## src/common/ume_pkg.sv

```systemverilog
// Constants for the serial mode extension block: register indices, field positions, encodings.
// Assumes a core frame engine beside it that supplies frames, ticks and status events.
package ume_pkg;
    // Register indices; byte address is four times the index
    localparam logic [3:0] IDX_RX_DATA_LOW   = 4'h0;
    localparam logic [3:0] IDX_RX_DATA_HIGH  = 4'h1;
    localparam logic [3:0] IDX_TX_DATA_LOW   = 4'h2;
    localparam logic [3:0] IDX_TX_DATA_HIGH  = 4'h3;
    localparam logic [3:0] IDX_STATUS        = 4'h4;
    localparam logic [3:0] IDX_IRQ_EN_CTRL   = 4'h5;
    localparam logic [3:0] IDX_RX_TX_CTRL    = 4'h6;
    localparam logic [3:0] IDX_FRAME_CTRL    = 4'h7;
    localparam logic [3:0] IDX_BAUD_LOW      = 4'h8;
    localparam logic [3:0] IDX_BAUD_HIGH     = 4'h9;
    localparam logic [3:0] IDX_DEBUG_CTRL    = 4'hB;
    localparam logic [3:0] IDX_EVENT_CTRL    = 4'hC;
    localparam logic [3:0] IDX_IR_TX_PULSE   = 4'hD;
    localparam logic [3:0] IDX_IR_RX_PULSE   = 4'hE;
    // Status bits
    localparam int ST_RX_COMPLETE = 7;
    localparam int ST_TX_DONE     = 6;
    localparam int ST_TX_EMPTY    = 5;
    localparam int ST_RX_START    = 4;
    localparam int ST_BAD_SYNC    = 3;
    localparam int ST_BREAK       = 1;
    localparam int ST_WAIT_BREAK  = 0;
    // Interrupt enable control bits
    localparam int EN_RX_COMPLETE = 7;
    localparam int EN_TX_DONE     = 6;
    localparam int EN_TX_EMPTY    = 5;
    localparam int EN_RX_START    = 4;
    localparam int EN_LOOPBACK    = 3;
    localparam int EN_AUTOBAUD    = 2;
    // Receive/transmit control bits
    localparam int CB_RX_EN       = 7;
    localparam int CB_TX_EN       = 6;
    localparam int CB_START_DET   = 4;
    localparam int CB_OPEN_DRAIN  = 3;
    localparam int CB_RXMODE_LSB  = 1;
    localparam int CB_MULTIPROC   = 0;
    localparam logic [1:0] RXMODE_DOUBLE = 2'h1;
    // Frame format fields
    localparam int FC_COMM_MODE_FIELD_LSB   = 6;
    localparam int FC_PMODE_LSB   = 4;
    localparam int FC_TWO_STOP    = 3;
    localparam logic [1:0] COMM_MODE_FIELD_INFRARED  = 2'h2;
    localparam logic [2:0] CHAR_SIZE_FIELD_9_LOW    = 3'h6;
    localparam logic [2:0] CHAR_SIZE_FIELD_9_HIGH   = 3'h7;
    // Infrared pulse settings
    localparam logic [7:0] TX_PULSE_3_16   = 8'h00;
    localparam logic [7:0] TX_PULSE_OFF    = 8'hFF;
    localparam logic [3:0] OS_PER_BIT      = 4'hF;   // Last tick index of 16 per bit
    localparam logic [3:0] OS_PULSE_TICKS  = 4'h3;   // 3 of 16 ticks
    localparam int EV_INFRARED_IN = 0;
    localparam int DBG_RUN        = 0;
endpackage : ume_pkg

```

## src/logic/ume_ext.sv

```systemverilog
// Mode extension, interrupt vectors and register file of the serial transceiver.
// Assumes a core frame engine that shifts bits, makes baud ticks and reports events.
`timescale 1ns/1ps
`default_nettype none
module ume_ext
    import ume_pkg::*;
(
    // Clock and reset
    input  wire logic        clk_sys,
    input  wire logic        rst,
    // Avalon-MM slave
    input  wire logic [5:0]  avs_address,
    input  wire logic        avs_read,
    input  wire logic        avs_write,
    input  wire logic [31:0] avs_writedata,
    input  wire logic [3:0]  avs_byteenable,
    output logic [31:0]      avs_readdata,
    output logic             avs_waitrequest,
    // Pins
    input  wire logic        rxd_pin_in,
    input  wire logic        event_rx_in,
    output logic             txd_pin_out,
    output logic             txd_pin_oe,
    // Core receive side
    output logic             core_rxd,
    input  wire logic        core_rx_valid,
    input  wire logic [8:0]  core_rx_data,
    input  wire logic        core_rx_stop1,
    input  wire logic        core_rx_perr,
    input  wire logic        core_rx_start,
    input  wire logic        core_autobaud_err,
    input  wire logic        core_bad_sync,
    input  wire logic        core_break,
    // Core transmit side
    input  wire logic        core_txd,
    input  wire logic        core_tx_ready,
    input  wire logic        core_tx_done,
    input  wire logic        core_tx_bit_start,
    input  wire logic        core_os_tick,
    output logic             core_tx_load,
    output logic [8:0]       core_tx_data,
    // Core configuration
    output logic             rx_enable,
    output logic             tx_enable,
    output logic             start_detect_en,
    output logic             double_speed,
    output logic [2:0]       char_size_field,
    output logic             two_stop,
    output logic [1:0]       parity_mode,
    output logic [15:0]      baud_divisor,
    output logic             run_in_debug,
    input  wire logic        tx_done_ack,
    // Interrupt vectors
    output logic             rx_complete_vector,
    output logic             tx_empty_vector,
    output logic             tx_done_vector
);
    logic [7:0]  irq_enable_control;
    logic [7:0]  rx_tx_control;
    logic [7:0]  frame_format_control;
    logic [7:0]  debug_run_control;
    logic [7:0]  event_input_control;
    logic [7:0]  ir_tx_pulse_length;
    logic [6:0]  ir_rx_pulse_length;
    logic        tx_data_high;
    logic [8:0]  tx_buf;
    logic        tx_buf_full;
    logic        tx_done_flag;
    logic        rx_start_flag;
    logic        bad_sync_flag;
    logic        break_flag;
    logic        wait_break;
    logic [11:0] rx_buf [2];
    logic [1:0]  rx_count;
    logic        bus_ack;
    logic [7:0]  next_rdata;
    logic        req;
    logic        wr_go;
    logic        rd_go;
    logic [3:0]  idx;
    logic [7:0]  wbyte;
    logic        multiproc_filter_mode;
    logic        infrared_mode;
    logic        infrared_event_input_en;
    logic        frame_type;
    logic        rx_accept;
    logic        rx_pop;
    logic        rx_complete_flag;
    logic        tx_empty_flag;
    logic        raw_rx;
    logic        dec_rx;
    logic        ir_pin_tx;

    // Bus slave: one wait cycle so read data is registered before the answer
    assign req             = avs_read || avs_write;
    assign avs_waitrequest = req && !bus_ack;
    assign idx             = avs_address[5:2];
    assign wbyte           = avs_writedata[7:0];
    assign wr_go           = avs_write && bus_ack && avs_byteenable[0];
    assign rd_go           = avs_read && bus_ack;

    always_ff @(posedge clk_sys or posedge rst) begin
        if (rst)
            bus_ack <= 1'b0;
        else
            bus_ack <= req && !bus_ack;
    end

    // Mode decode
    assign multiproc_filter_mode   = rx_tx_control[CB_MULTIPROC];
    assign infrared_mode           = frame_format_control[FC_COMM_MODE_FIELD_LSB +: 2] == COMM_MODE_FIELD_INFRARED;
    assign infrared_event_input_en = event_input_control[EV_INFRARED_IN];

    assign rx_enable       = rx_tx_control[CB_RX_EN];
    assign tx_enable       = rx_tx_control[CB_TX_EN];
    assign start_detect_en = rx_tx_control[CB_START_DET];
    assign double_speed    = (rx_tx_control[CB_RXMODE_LSB +: 2] == RXMODE_DOUBLE) && !infrared_mode;
    assign char_size_field = frame_format_control[2:0];
    assign two_stop        = frame_format_control[FC_TWO_STOP];
    assign parity_mode     = frame_format_control[FC_PMODE_LSB +: 2];
    assign run_in_debug    = debug_run_control[DBG_RUN];

    // Control registers
    always_ff @(posedge clk_sys or posedge rst) begin
        if (rst) begin
            irq_enable_control   <= 8'h00;
            rx_tx_control        <= 8'h00;
            frame_format_control <= 8'h00;
            baud_divisor         <= 16'h0000;
            debug_run_control    <= 8'h00;
            event_input_control  <= 8'h00;
            ir_tx_pulse_length   <= 8'h00;
            ir_rx_pulse_length   <= 7'h00;
            tx_data_high         <= 1'b0;
        end else if (wr_go) begin
            unique case (idx)
                IDX_IRQ_EN_CTRL: irq_enable_control   <= wbyte;
                IDX_RX_TX_CTRL:  rx_tx_control        <= wbyte;
                IDX_FRAME_CTRL:  frame_format_control <= wbyte;
                IDX_BAUD_LOW:    baud_divisor[7:0]    <= wbyte;
                IDX_BAUD_HIGH:   baud_divisor[15:8]   <= wbyte;
                IDX_DEBUG_CTRL:  debug_run_control    <= {7'h00, wbyte[DBG_RUN]};
                IDX_EVENT_CTRL:  event_input_control  <= {7'h00, wbyte[EV_INFRARED_IN]};
                IDX_IR_TX_PULSE: ir_tx_pulse_length   <= wbyte;
                IDX_IR_RX_PULSE: ir_rx_pulse_length   <= wbyte[6:0];
                IDX_TX_DATA_HIGH: tx_data_high        <= wbyte[0];
                default: ;
            endcase
        end
    end

    // Transmit buffer: one character waiting for the shift register
    assign tx_empty_flag = !tx_buf_full;
    assign core_tx_load  = tx_buf_full && core_tx_ready && tx_enable;

    always_ff @(posedge clk_sys or posedge rst) begin
        if (rst) begin
            tx_buf      <= 9'h000;
            tx_buf_full <= 1'b0;
        end else if (!tx_enable) begin
            tx_buf_full <= 1'b0;
        end else if (wr_go && idx == IDX_TX_DATA_LOW && tx_empty_flag) begin
            tx_buf      <= {tx_data_high, wbyte};
            tx_buf_full <= 1'b1;
        end else if (core_tx_load) begin
            tx_buf_full <= 1'b0;
        end
    end

    always_ff @(posedge clk_sys or posedge rst) begin
        if (rst)
            core_tx_data <= 9'h000;
        else if (core_tx_load)
            core_tx_data <= tx_buf;
    end

    // Sticky status flags; a new event wins over a clear in the same cycle
    always_ff @(posedge clk_sys or posedge rst) begin
        if (rst)
            tx_done_flag <= 1'b0;
        else if (core_tx_done && !tx_buf_full)
            tx_done_flag <= 1'b1;
        else if (tx_done_ack || (wr_go && idx == IDX_STATUS && wbyte[ST_TX_DONE]))
            tx_done_flag <= 1'b0;
    end

    always_ff @(posedge clk_sys or posedge rst) begin
        if (rst) begin
            rx_start_flag <= 1'b0;
            bad_sync_flag <= 1'b0;
            break_flag    <= 1'b0;
        end else begin
            if (core_rx_start)
                rx_start_flag <= 1'b1;
            else if (wr_go && idx == IDX_STATUS && wbyte[ST_RX_START])
                rx_start_flag <= 1'b0;
            if (core_bad_sync || core_autobaud_err)
                bad_sync_flag <= 1'b1;
            else if (wr_go && idx == IDX_STATUS && wbyte[ST_BAD_SYNC])
                bad_sync_flag <= 1'b0;
            if (core_break)
                break_flag <= 1'b1;
            else if (wr_go && idx == IDX_STATUS && wbyte[ST_BREAK])
                break_flag <= 1'b0;
        end
    end

    // Wait-for-break is cleared by the core when the break arrives
    always_ff @(posedge clk_sys or posedge rst) begin
        if (rst)
            wait_break <= 1'b0;
        else if (core_break)
            wait_break <= 1'b0;
        else if (wr_go && idx == IDX_STATUS)
            wait_break <= wbyte[ST_WAIT_BREAK];
    end

    // Multiprocessor filter; short characters carry the type in the first stop bit,
    // which is why senders must append a second stop bit
    assign frame_type = (char_size_field == CHAR_SIZE_FIELD_9_LOW || char_size_field == CHAR_SIZE_FIELD_9_HIGH)
                        ? core_rx_data[8] : core_rx_stop1;
    assign rx_accept  = core_rx_valid && rx_enable &&
                        (!multiproc_filter_mode || frame_type);

    // Receive buffer: two entries, entry 0 is next to read
    // Entry: {overflow, frame error, parity error, data[8:0]}
    assign rx_pop           = rd_go && idx == IDX_RX_DATA_LOW && rx_count != 2'd0;
    assign rx_complete_flag = rx_count != 2'd0;

    always_ff @(posedge clk_sys or posedge rst) begin
        if (rst) begin
            rx_count  <= 2'd0;
            rx_buf[0] <= 12'h000;
            rx_buf[1] <= 12'h000;
        end else if (!rx_enable) begin
            rx_count <= 2'd0;
        end else begin
            unique case ({rx_accept, rx_pop})
                2'b10: begin
                    if (rx_count == 2'd2) begin
                        rx_buf[1][11] <= 1'b1;
                    end else begin
                        rx_buf[rx_count[0]] <= {1'b0, !core_rx_stop1, core_rx_perr, core_rx_data};
                        rx_count            <= rx_count + 2'd1;
                    end
                end
                2'b01: begin
                    rx_buf[0] <= rx_buf[1];
                    rx_count  <= rx_count - 2'd1;
                end
                2'b11: begin
                    if (rx_count == 2'd2) begin
                        rx_buf[0] <= rx_buf[1];
                        rx_buf[1] <= {1'b0, !core_rx_stop1, core_rx_perr, core_rx_data};
                    end else begin
                        rx_buf[0] <= {1'b0, !core_rx_stop1, core_rx_perr, core_rx_data};
                    end
                end
                default: ;
            endcase
        end
    end

    // Read mux
    always_comb begin
        next_rdata = 8'h00;
        unique case (idx)
            IDX_RX_DATA_LOW:  next_rdata = rx_complete_flag ? rx_buf[0][7:0] : 8'h00;
            IDX_RX_DATA_HIGH: next_rdata = {rx_complete_flag, rx_buf[0][11], 3'b000,
                                            rx_buf[0][10], rx_buf[0][9], rx_buf[0][8]};
            IDX_TX_DATA_LOW:  next_rdata = tx_buf[7:0];
            IDX_STATUS:       next_rdata = {rx_complete_flag, tx_done_flag, tx_empty_flag,
                                            rx_start_flag, bad_sync_flag, 1'b0, break_flag, wait_break};
            IDX_IRQ_EN_CTRL:  next_rdata = irq_enable_control;
            IDX_RX_TX_CTRL:   next_rdata = rx_tx_control;
            IDX_FRAME_CTRL:   next_rdata = frame_format_control;
            IDX_BAUD_LOW:     next_rdata = baud_divisor[7:0];
            IDX_BAUD_HIGH:    next_rdata = baud_divisor[15:8];
            IDX_DEBUG_CTRL:   next_rdata = debug_run_control;
            IDX_EVENT_CTRL:   next_rdata = event_input_control;
            IDX_IR_TX_PULSE:  next_rdata = ir_tx_pulse_length;
            IDX_IR_RX_PULSE:  next_rdata = {1'b0, ir_rx_pulse_length};
            default:          next_rdata = 8'h00;
        endcase
    end

    always_ff @(posedge clk_sys or posedge rst) begin
        if (rst)
            avs_readdata <= 32'h0000_0000;
        else if (avs_read && !bus_ack)
            avs_readdata <= {24'h00_0000, next_rdata};
    end

    // Interrupt vectors are level requests: flag AND enable
    assign rx_complete_vector = (rx_complete_flag && irq_enable_control[EN_RX_COMPLETE]) ||
                                (rx_start_flag && irq_enable_control[EN_RX_START]) ||
                                (bad_sync_flag && irq_enable_control[EN_AUTOBAUD]);
    assign tx_empty_vector    = tx_empty_flag && irq_enable_control[EN_TX_EMPTY];
    assign tx_done_vector     = tx_done_flag && irq_enable_control[EN_TX_DONE];

    // Receive source: event channel takes over from the pin when enabled
    assign raw_rx = infrared_event_input_en ? event_rx_in : rxd_pin_in;

    ume_ir_codec #(
        .PW_W(8)
    ) u_codec (
        .clk_sys      (clk_sys),
        .rst          (rst),
        .ir_enable    (infrared_mode),
        .os_tick      (core_os_tick),
        .tx_bit_start (core_tx_bit_start),
        .tx_width     (ir_tx_pulse_length),
        .rx_min_width (ir_rx_pulse_length),
        .line_tx      (core_txd),
        .line_rx      (raw_rx),
        .pin_tx       (ir_pin_tx),
        .dec_rx       (dec_rx)
    );

    // Loopback feeds the core the driven transmit value ir_pin_tx, not the pin level, so contention shows no mismatch
    assign core_rxd    = irq_enable_control[EN_LOOPBACK] ? ir_pin_tx : dec_rx;
    assign txd_pin_out = ir_pin_tx;
    // Open drain only drives low; otherwise drive whenever the transmitter is on
    assign txd_pin_oe  = tx_enable && (!rx_tx_control[CB_OPEN_DRAIN] || !ir_pin_tx);
endmodule : ume_ext
`default_nettype wire

```

## src/logic/ume_ir_codec.sv

```systemverilog
// Infrared pulse encoder and decoder placed between the frame engine and the pins.
// Assumes os_tick is sixteen enables per bit and tx_bit_start marks each transmit bit.
`timescale 1ns/1ps
`default_nettype none
module ume_ir_codec
    import ume_pkg::*;
#(
    parameter int PW_W = 8
) (
    // Clock and reset
    input  wire logic            clk_sys,
    input  wire logic            rst,
    // Control
    input  wire logic            ir_enable,
    input  wire logic            os_tick,
    input  wire logic            tx_bit_start,
    input  wire logic [PW_W-1:0] tx_width,
    input  wire logic [PW_W-2:0] rx_min_width,
    // Serial lines
    input  wire logic            line_tx,
    input  wire logic            line_rx,
    output logic                 pin_tx,
    output logic                 dec_rx
);
    logic [3:0]      tx_ticks;
    logic [PW_W-1:0] tx_clks;
    logic            tx_pulse;
    logic [PW_W-2:0] rx_width;
    logic            rx_taken;
    logic [3:0]      hold_ticks;
    logic            hold_zero;
    logic            rx_pulse;

    always_ff @(posedge clk_sys or posedge rst) begin
        if (rst) begin
            tx_ticks <= 4'h0;
            tx_clks  <= '0;
        end else if (tx_bit_start) begin
            tx_ticks <= 4'h0;
            tx_clks  <= '0;
        end else begin
            if (os_tick && tx_ticks != OS_PER_BIT)
                tx_ticks <= tx_ticks + 4'h1;
            if (tx_clks != '1)
                tx_clks <= tx_clks + 1'b1;
        end
    end

    always_comb begin
        unique case (tx_width)
            TX_PULSE_3_16: tx_pulse = !line_tx && (tx_ticks < OS_PULSE_TICKS);
            TX_PULSE_OFF:  tx_pulse = !line_tx;
            default:       tx_pulse = !line_tx && (tx_clks < tx_width);
        endcase
    end

    always_ff @(posedge clk_sys or posedge rst) begin
        if (rst)
            pin_tx <= 1'b1;
        else
            pin_tx <= ir_enable ? !tx_pulse : line_tx;
    end

    // Receive: a low pin level is a pulse; it must last more than rx_min_width clocks to count
    assign rx_pulse = !line_rx;

    always_ff @(posedge clk_sys or posedge rst) begin
        if (rst) begin
            rx_width <= '0;
            rx_taken <= 1'b0;
        end else if (!rx_pulse || !ir_enable) begin
            rx_width <= '0;
            rx_taken <= 1'b0;
        end else begin
            if (rx_width != '1)
                rx_width <= rx_width + 1'b1;
            if (rx_width >= rx_min_width)
                rx_taken <= 1'b1;
        end
    end

    // Accepted pulse holds a zero for one bit time; short pulses never start it
    always_ff @(posedge clk_sys or posedge rst) begin
        if (rst) begin
            hold_zero  <= 1'b0;
            hold_ticks <= 4'h0;
        end else if (ir_enable && rx_pulse && !rx_taken && rx_width >= rx_min_width) begin
            hold_zero  <= 1'b1;
            hold_ticks <= 4'h0;
        end else if (hold_zero && os_tick) begin
            hold_ticks <= hold_ticks + 4'h1;
            if (hold_ticks == OS_PER_BIT)
                hold_zero <= 1'b0;
        end
    end

    always_ff @(posedge clk_sys or posedge rst) begin
        if (rst)
            dec_rx <= 1'b1;
        else
            dec_rx <= ir_enable ? !hold_zero : line_rx;
    end
endmodule : ume_ir_codec
`default_nettype wire

```

## config.mk

```make
export PLATFORM = sky130hd
export DESIGN_NAME = ume_ext
export DESIGN_NICKNAME = d
export VERILOG_FILES = /design/src/common/ume_pkg.sv /design/src/logic/ume_ext.sv /design/src/logic/ume_ir_codec.sv
export SDC_FILE = /design/constraint.sdc
export NUM_CORES = 1
export LEC_CHECK = 0
export BUFFER_PORTS_ARGS = -buffer_cell sky130_fd_sc_hd__buf_4
export CAP_MARGIN = 20
export CORE_MARGIN = 1.5
export CORE_UTILIZATION = 50
export CTS_CLUSTER_DIAMETER = 40
export DETAILED_ROUTE_END_ITERATION = 10
export PLACE_DENSITY = 0.73
export SYNTH_ARGS = -nofsm -noshare
export SYNTH_HDL_FRONTEND = slang
export SYNTH_SLANG_ARGS = --single-unit
```

## constraint.sdc

```tcl
create_clock -name clk_sys -period 10.13 [get_ports clk_sys]
set_input_delay 3.039 -clock clk_sys [delete_from_list [all_inputs] [get_ports clk_sys]]
set_output_delay 3.039 -clock clk_sys [all_outputs]
set_load 0.1 [all_outputs]
```

==> flow_metrics.env, run 1 <==
export IMPL_post_cts_resize_count=0
export IMPL_postSynthCellCount=696
export IMPL_detail_route_iter0_violations=518
export IMPL_place_area_mm2=0.00815
export IMPL_critical_setup_path_class="input pin to primary output"
export IMPL_avgSynthCellArea_um2=10.7
export IMPL_ys_top_cells_by_area="dfrtp_1 48%, mux2_2 11%, mux2i_1 3.1%"
export IMPL_h_tree_levels=4
export IMPL_finalHoldViolations=0
export IMPL_grt_max_degree=84
export IMPL_n_fill_cell=1190
export IMPL_dp_final_hpwl_um=13900
export IMPL_buffer_ports_inserted=92
export IMPL_max_stage_delay_ns=0.34
export IMPL_antenna_left=0
export IMPL_run_status="complete, no violations"
export IMPL_cts_root_buf="clkbuf_16"
export IMPL_cts_sink_count=144
export IMPL_initial_core_util_pct=51.4
export IMPL_drv_max_cap_violation_count=0
export IMPL_grt_setup_unrepaired="false"
export IMPL_arrival_time_of_data_at_the_critical_path_endpoint_ns=3.90
export IMPL_first_pass_grt_wire_length_um=31200
export IMPL_grt_util_all_layers_pct=25.5
export IMPL_synth_ff_type="dfrtp_1"
export IMPL_die_height_um=125
export IMPL_wl_per_cell_um=20.1
export IMPL_report_final_setup_viol=0
export IMPL_synth_seq_area_share_pct=48.3
export IMPL_cp_most_frequent_cell="buf_4"
export IMPL_critical_path_max_fanout=10
export IMPL_hold_path_class="flop to flop"
export IMPL_postCtsSetupBuffers=0
export IMPL_initial_antenna_violation_count=0
export IMPL_synth_lib_cells_used_distinct=68
export IMPL_critPathSlowestCell="nand3_1"
export IMPL_std_cell_rows=44
export IMPL_final_setup_tns_ns=0
export IMPL_yosys_warnings=0
export IMPL_synthDominantAreaCellType="dfrtp_1"
export IMPL_first_global_vias=5692
export IMPL_yosys_register_bits=144
export IMPL_route_vias_total=5808
export IMPL_die_area_mm2=0.0157
export IMPL_multi_input_area_mm2=0.00350
export IMPL_layout_area_seq_mm2=0.00361
export IMPL_die_width_um=125
export IMPL_worst_skew_pair_late_latency_ns=0.43
export IMPL_flow_area_growth_from_synthesis_pct=18.5
export IMPL_gp_congestion=0.909
export IMPL_power_static_leakage_nw=4.28
export IMPL_leftover_overflow_at_the_end_of_global_routing=0
export IMPL_critPathLaunchType="input pin"
export IMPL_critPathRequiredTime_ns=7.09
export IMPL_remaining_drc_errors=0
export IMPL_inserted_diodes=0
export IMPL_worst_clock_skew_ns=0.0122
export IMPL_design_final_nets=865
export IMPL_cts_max_path_buffers=2
export IMPL_post_synth_instance_area_mm2=0.00747
export IMPL_synth_top_cell_area_share_pct=47.6
export IMPL_final_period_minus_worst_setup_slack_ns=6.94
export IMPL_detailedRoute_firstPassIterationCount=5
export IMPL_worst_setup_hold_path_clk_slew_ns=0.06
export IMPL_ordered_list_of_cells_on_the_worst_path="buf_4 > nand3_1 > inv_1 > buf_4"
export IMPL_final_min_period_over_clock_period_pct=68.5
export IMPL_io_pin_count=146
export IMPL_max_freq_mhz=144
export IMPL_post_route_cells_drive_above_1_share_pct=28.0
export IMPL_ir_drop_mv=0.122
export IMPL_asyncSetResetFlopFracSynth_pct=100
export IMPL_maxSlewViolCount=0
export IMPL_cts_hold_repair_buffers=0
export IMPL_kind_of_capture_point_of_the_worst_setup_path="primary output"
export IMPL_final_routed_wirelength_um=19600
export IMPL_coreArea_mm2=0.0145
export IMPL_layout_cells_most_common_list="142 x dfrtp_1, 94 x buf_4, 72 x mux2_2, 54 x nand2_1, 46 x nor2_1"
export IMPL_synth_enable_flop_cells=0
export IMPL_post_route_cell_area_mm2=0.00885
export IMPL_cts_tree="built"
export IMPL_maxSlewHeadroom_pct=27.4
export IMPL_worst_pin_slew_ns=1.08
export IMPL_leading_cell_type_in_the_layout_fill_and_taps_excluded="dfrtp_1"
export IMPL_power_density_cell_area_mw_per_mm2=225
export IMPL_cts_buffers_inserted=17
export IMPL_detail_route_vias_per_cell=5.96
==> registers in the layout, indices dropped and copies added, names as in the netlist, 7 cells and up <==
register              flops
baud_divisor             16
ir_tx_pulse_length        8
irq_enable_control        8
frame_format_control      8
u_codec.tx_clks           8
tx_buf                    9
rx_tx_control             8
avs_readdata              8
core_tx_data              9
rx_buf                   24
ir_rx_pulse_length        7
u_codec.rx_width          7
==> Yosys cell counts, types with 3 or more instances <==
library cell,instances
and2_1,16
a21boi_0,3
nor2_1,46
a211oi_1,8
dfrtp_1,142
and3_1,8
o21ai_0,38
nor2b_1,9
nor4_1,4
xnor2_1,5
nand4_1,8
nand2_1,54
a31oi_1,7
nand2b_1,6
a222oi_1,3
a311oi_1,3
buf_4,30
o31ai_1,4
mux2i_1,23
xor2_1,9
nor3_1,10
buf_2,3
a22o_1,11
a22oi_1,5
ha_1,18
mux2_2,72
buf_1,3
clkbuf_1,19
a21oi_1,16
a21o_1,6
nor3b_1,3
nand3_1,20
nor2_2,3
mux2_4,8
a221o_1,3
inv_1,26
==> report_power, final <==
| group | switching (mW) | leakage [nW] | internal, mW |
|---|---|---|---|
| sequential | 0.0819 | 1.85 | 0.669 |
| clock | 0.248 | 0.313 | 0.462 |
| combinational | 0.374 | 2.11 | 0.157 |
==> metrics by stage <==
stage / setup slack, ns / instances / util (%) / total power, mW / hold WS (ns)
2_1_floorplan: 2.74 / 719 / - / 1.16 / 0.442
3_3_place_gp: 3.19 / 940 / 56.1 / 1.27 / 0.463
3_5_place_dp: 3.17 / 941 / 56.1 / 1.28 / 0.472
4_1_cts: 3.17 / 973 / 60.7 / 2.00 / 0.483
5_1_grt: 3.09 / 974 / 60.9 / 2.06 / 0.505
6_report: 3.19 / 974 / 60.9 / 1.99 / 0.489
==> worst max-delay path: cells and delay by family <==
kind          cells  cell delay, ns
simple gates      1            0.34
buf+inv           3            0.53
==> cell type report <==
cell class	instances	share of cell area [%]
flip-flops and latches	144	40.8
multi-input cells	492	39.6
repair buffers	96	8.34
clock buffers	18	4.85
clock inverters	14	2.69
well taps	184	2.60
inverters	26	1.16
==> per-layer routing <==
layer  part of all wire, %  track usage, %  routed length, um
met4                   1.9            9.56                370
met3                   7.1            5.05               1400
met2                    47            39.7               9230
met1                    44            35.7               8570
met5                     0               0                  0
==> cells by family after synthesis <==
kind of cell	after synthesis	synth area share, %
and+or+nand+nor	202	13.6
DFF	144	48.3
AOI/OAI and AO/OA	131	12.0
muxes	103	15.5
buffers and inverters	83	5.93
adders and majority gates	18	3.02
xor gates and xnor gates	14	1.64
other	1	0.0502
==> path summary, 6_finish.rpt <==
path / start / end / slack (ns) / cells after the start
worst max register to register: bus_ack / rx_buf[9] / 7.73 / 4
worst max-delay path: core_tx_ready / core_tx_load / 3.19 / 4
max in group asynchronous: rst / u_codec.dec_rx / 6.38 / 4
worst min-delay path: rx_buf[23] / rx_buf[23] / 0.49 / 2
worst min register to register: rx_buf[23] / rx_buf[23] / 0.49 / 2
min in group asynchronous: rst / rx_count[0] / 2.67 / 2
(Power assumes the default switching activity.)
==> run 2, diff against run 1 <==
clock period = 6.8 ns   (was 10.13 ns; I/O delays follow)
==> run 2 against run 1 <==
- combinational power up 48%
- critical path depth unchanged
- worst setup slack worse by 1.3 ns
- non-clock buffer count down 1
- critical path type unchanged
- largest cell class unchanged
==> flow_metrics.env, run 2 (synthesis results as in run 1) <==
export IMPL_dr_wl_met2_um=9100
export IMPL_power_density_cell_area_mw_per_mm2=332
export IMPL_dp_final_hpwl_um=13800
export IMPL_route_layer_met1_wl_um=8540
export IMPL_flip_flop_count_of_the_largest_register_all_copies_and_words_added=24
export IMPL_die_height_um=125
export IMPL_die_width_um=125
export IMPL_die_area_mm2=0.0157
export IMPL_drv_max_cap_violation_count=0
export IMPL_postCtsSetupBuffers=0
export IMPL_worst_pin_slew_ns=1.12
export IMPL_flow_area_growth_from_synthesis_pct=17.8
export IMPL_timing_reg2reg_worst_path_depth=4
export IMPL_worst_setup_hold_path_clk_slew_ns=0.06
export IMPL_critPathLaunchType="input pin"
export IMPL_cts_tree="built"
export IMPL_layout_cells_most_common_list="142 x dfrtp_1, 94 x buf_4, 72 x mux2_2, 54 x nand2_1, 46 x nor2_1"
export IMPL_design_final_nets=864
export IMPL_coreArea_mm2=0.0145
export IMPL_final_setup_tns_ns=0
export IMPL_io_pin_count=146
export IMPL_grt_setup_unrepaired="false"
export IMPL_max_freq_mhz=202
export IMPL_maxSlewHeadroom_pct=25.2
export IMPL_detail_route_vias_per_cell=5.95
export IMPL_post_route_cells_drive_above_1_share_pct=27.9
export IMPL_cp_endpoint="core_tx_load"
export IMPL_multi_input_area_mm2=0.00350
export IMPL_first_pass_grt_wire_length_um=30800
export IMPL_leftover_overflow_at_the_end_of_global_routing=0
export IMPL_layout_area_seq_mm2=0.00361
export IMPL_kind_of_capture_point_of_the_worst_setup_path="primary output"
export IMPL_std_cell_rows=44
export IMPL_final_min_period_over_clock_period_pct=72.8
export IMPL_cts_hold_repair_buffers=0
export IMPL_initial_core_util_pct=51.4
export IMPL_power_static_leakage_nw=4.27
export IMPL_final_routed_wirelength_um=19300
export IMPL_final_util_pct=60.5
export IMPL_leading_cell_type_in_the_layout_fill_and_taps_excluded="dfrtp_1"
export IMPL_maxSlewViolCount=0
export IMPL_antenna_left=0
export IMPL_ir_drop_mv=0.184
export IMPL_reg2reg_to="rx_buf[9]"
export IMPL_top_layer_used="met4"
export IMPL_detailedRoute_firstPassIterationCount=6
export IMPL_buffer_ports_inserted=92
export IMPL_critical_path_max_fanout=10
export IMPL_remaining_drc_errors=0
export IMPL_worst_hold_path_num_cells=1
export IMPL_final_period_minus_worst_setup_slack_ns=4.95
export IMPL_route_vias_total=5789
export IMPL_finalHoldViolations=0
export IMPL_arrival_time_of_data_at_the_critical_path_endpoint_ns=2.91
export IMPL_cts_sink_count=144
export IMPL_cts_root_buf="clkbuf_16"
export IMPL_cts_max_path_buffers=2
export IMPL_leading_registers_by_flop_count="rx_buf x24, baud_divisor x16"
export IMPL_critical_setup_path_class="input pin to primary output"
export IMPL_grt_util_all_layers_pct=25.2
export IMPL_h_tree_levels=4
export IMPL_grt_max_degree=90
export IMPL_n_fill_cell=1176
export IMPL_setup_reg_to_reg_worst_slack_ns=4.42
export IMPL_report_final_setup_viol=0
export IMPL_wl_per_cell_um=19.8
export IMPL_critPathRequiredTime_ns=4.76
export IMPL_worstSetupStartpoint="core_tx_ready"
export IMPL_largest_register_by_flop_count="rx_buf"
export IMPL_hold_path_class="flop to flop"
export IMPL_first_global_vias=5666
export IMPL_initial_antenna_violation_count=0
export IMPL_gp_congestion=0.896
export IMPL_wl_met3_um=1230
export IMPL_crit_reg2reg_launch="bus_ack"
export IMPL_post_cts_resize_count=0
export IMPL_worst_skew_pair_late_latency_ns=0.42
export IMPL_cts_buffers_inserted=17
export IMPL_run_status="complete, no violations"
export IMPL_detail_route_iter0_violations=459
export IMPL_inserted_diodes=0
export IMPL_worst_clock_skew_ns=0.00716
## run 2: cell count changes in the layout (fill, tap and decap cells not counted), sizes merged
cell and delta:
clkbuf +2, inv -1, clkinv +3, buf -1, bufinv -1, clkinvlp -3
## run 2: critical path: stages
cell	delay (ns)
buf_4	0.08
nand3_1	0.34
inv_1	0.15
buf_4	0.30
## run 2: per-layer routing
layer / vias up / global-route usage, %
li1: 2619 / -
met1: 2904 / 35.3
met2: 236 / 39.1
met3: 30 / 4.92
met4: 0 / 9.69
met5: - / 0
## run 2: worst min-delay path by stage
stage / start / to / slack (ns)
after floorplan: rx_buf[12] / rx_buf[12] / 0.44
after global placement: break_flag / break_flag / 0.46
after detailed placement: bus_ack / bus_ack / 0.48
after CTS: bus_ack / bus_ack / 0.49
after global routing: rx_buf[12] / rx_buf[12] / 0.51
final: bus_ack / bus_ack / 0.49
## run 2: layout make-up
cell class              count  area share, %
clock inverters            12           2.13
well taps                 184           2.62
flip-flops and latches    144           41.0
inverters                  26           1.17
clock buffers              20           5.19
repair buffers             95           8.08
multi-input cells         492           39.8
## run 2: report_power, final
group          leakage [nW]  switching (mW)  internal [mW]
logic                  2.10           0.556          0.232
clock network         0.319           0.350          0.666
registers              1.85           0.122          0.997
## run 2: stage by stage
stage	instances	power, mW	cell area (um^2)	hold slack, ns	worst slack (ns)
2_1_floorplan	719	1.72	7550	0.442	0.897
3_3_place_gp	940	1.89	8150	0.464	1.86
3_5_place_dp	941	1.91	8150	0.481	1.82
4_1_cts	973	2.93	8800	0.489	1.82
5_1_grt	973	3.04	8800	0.511	1.78
6_report	973	2.92	8800	0.491	1.85
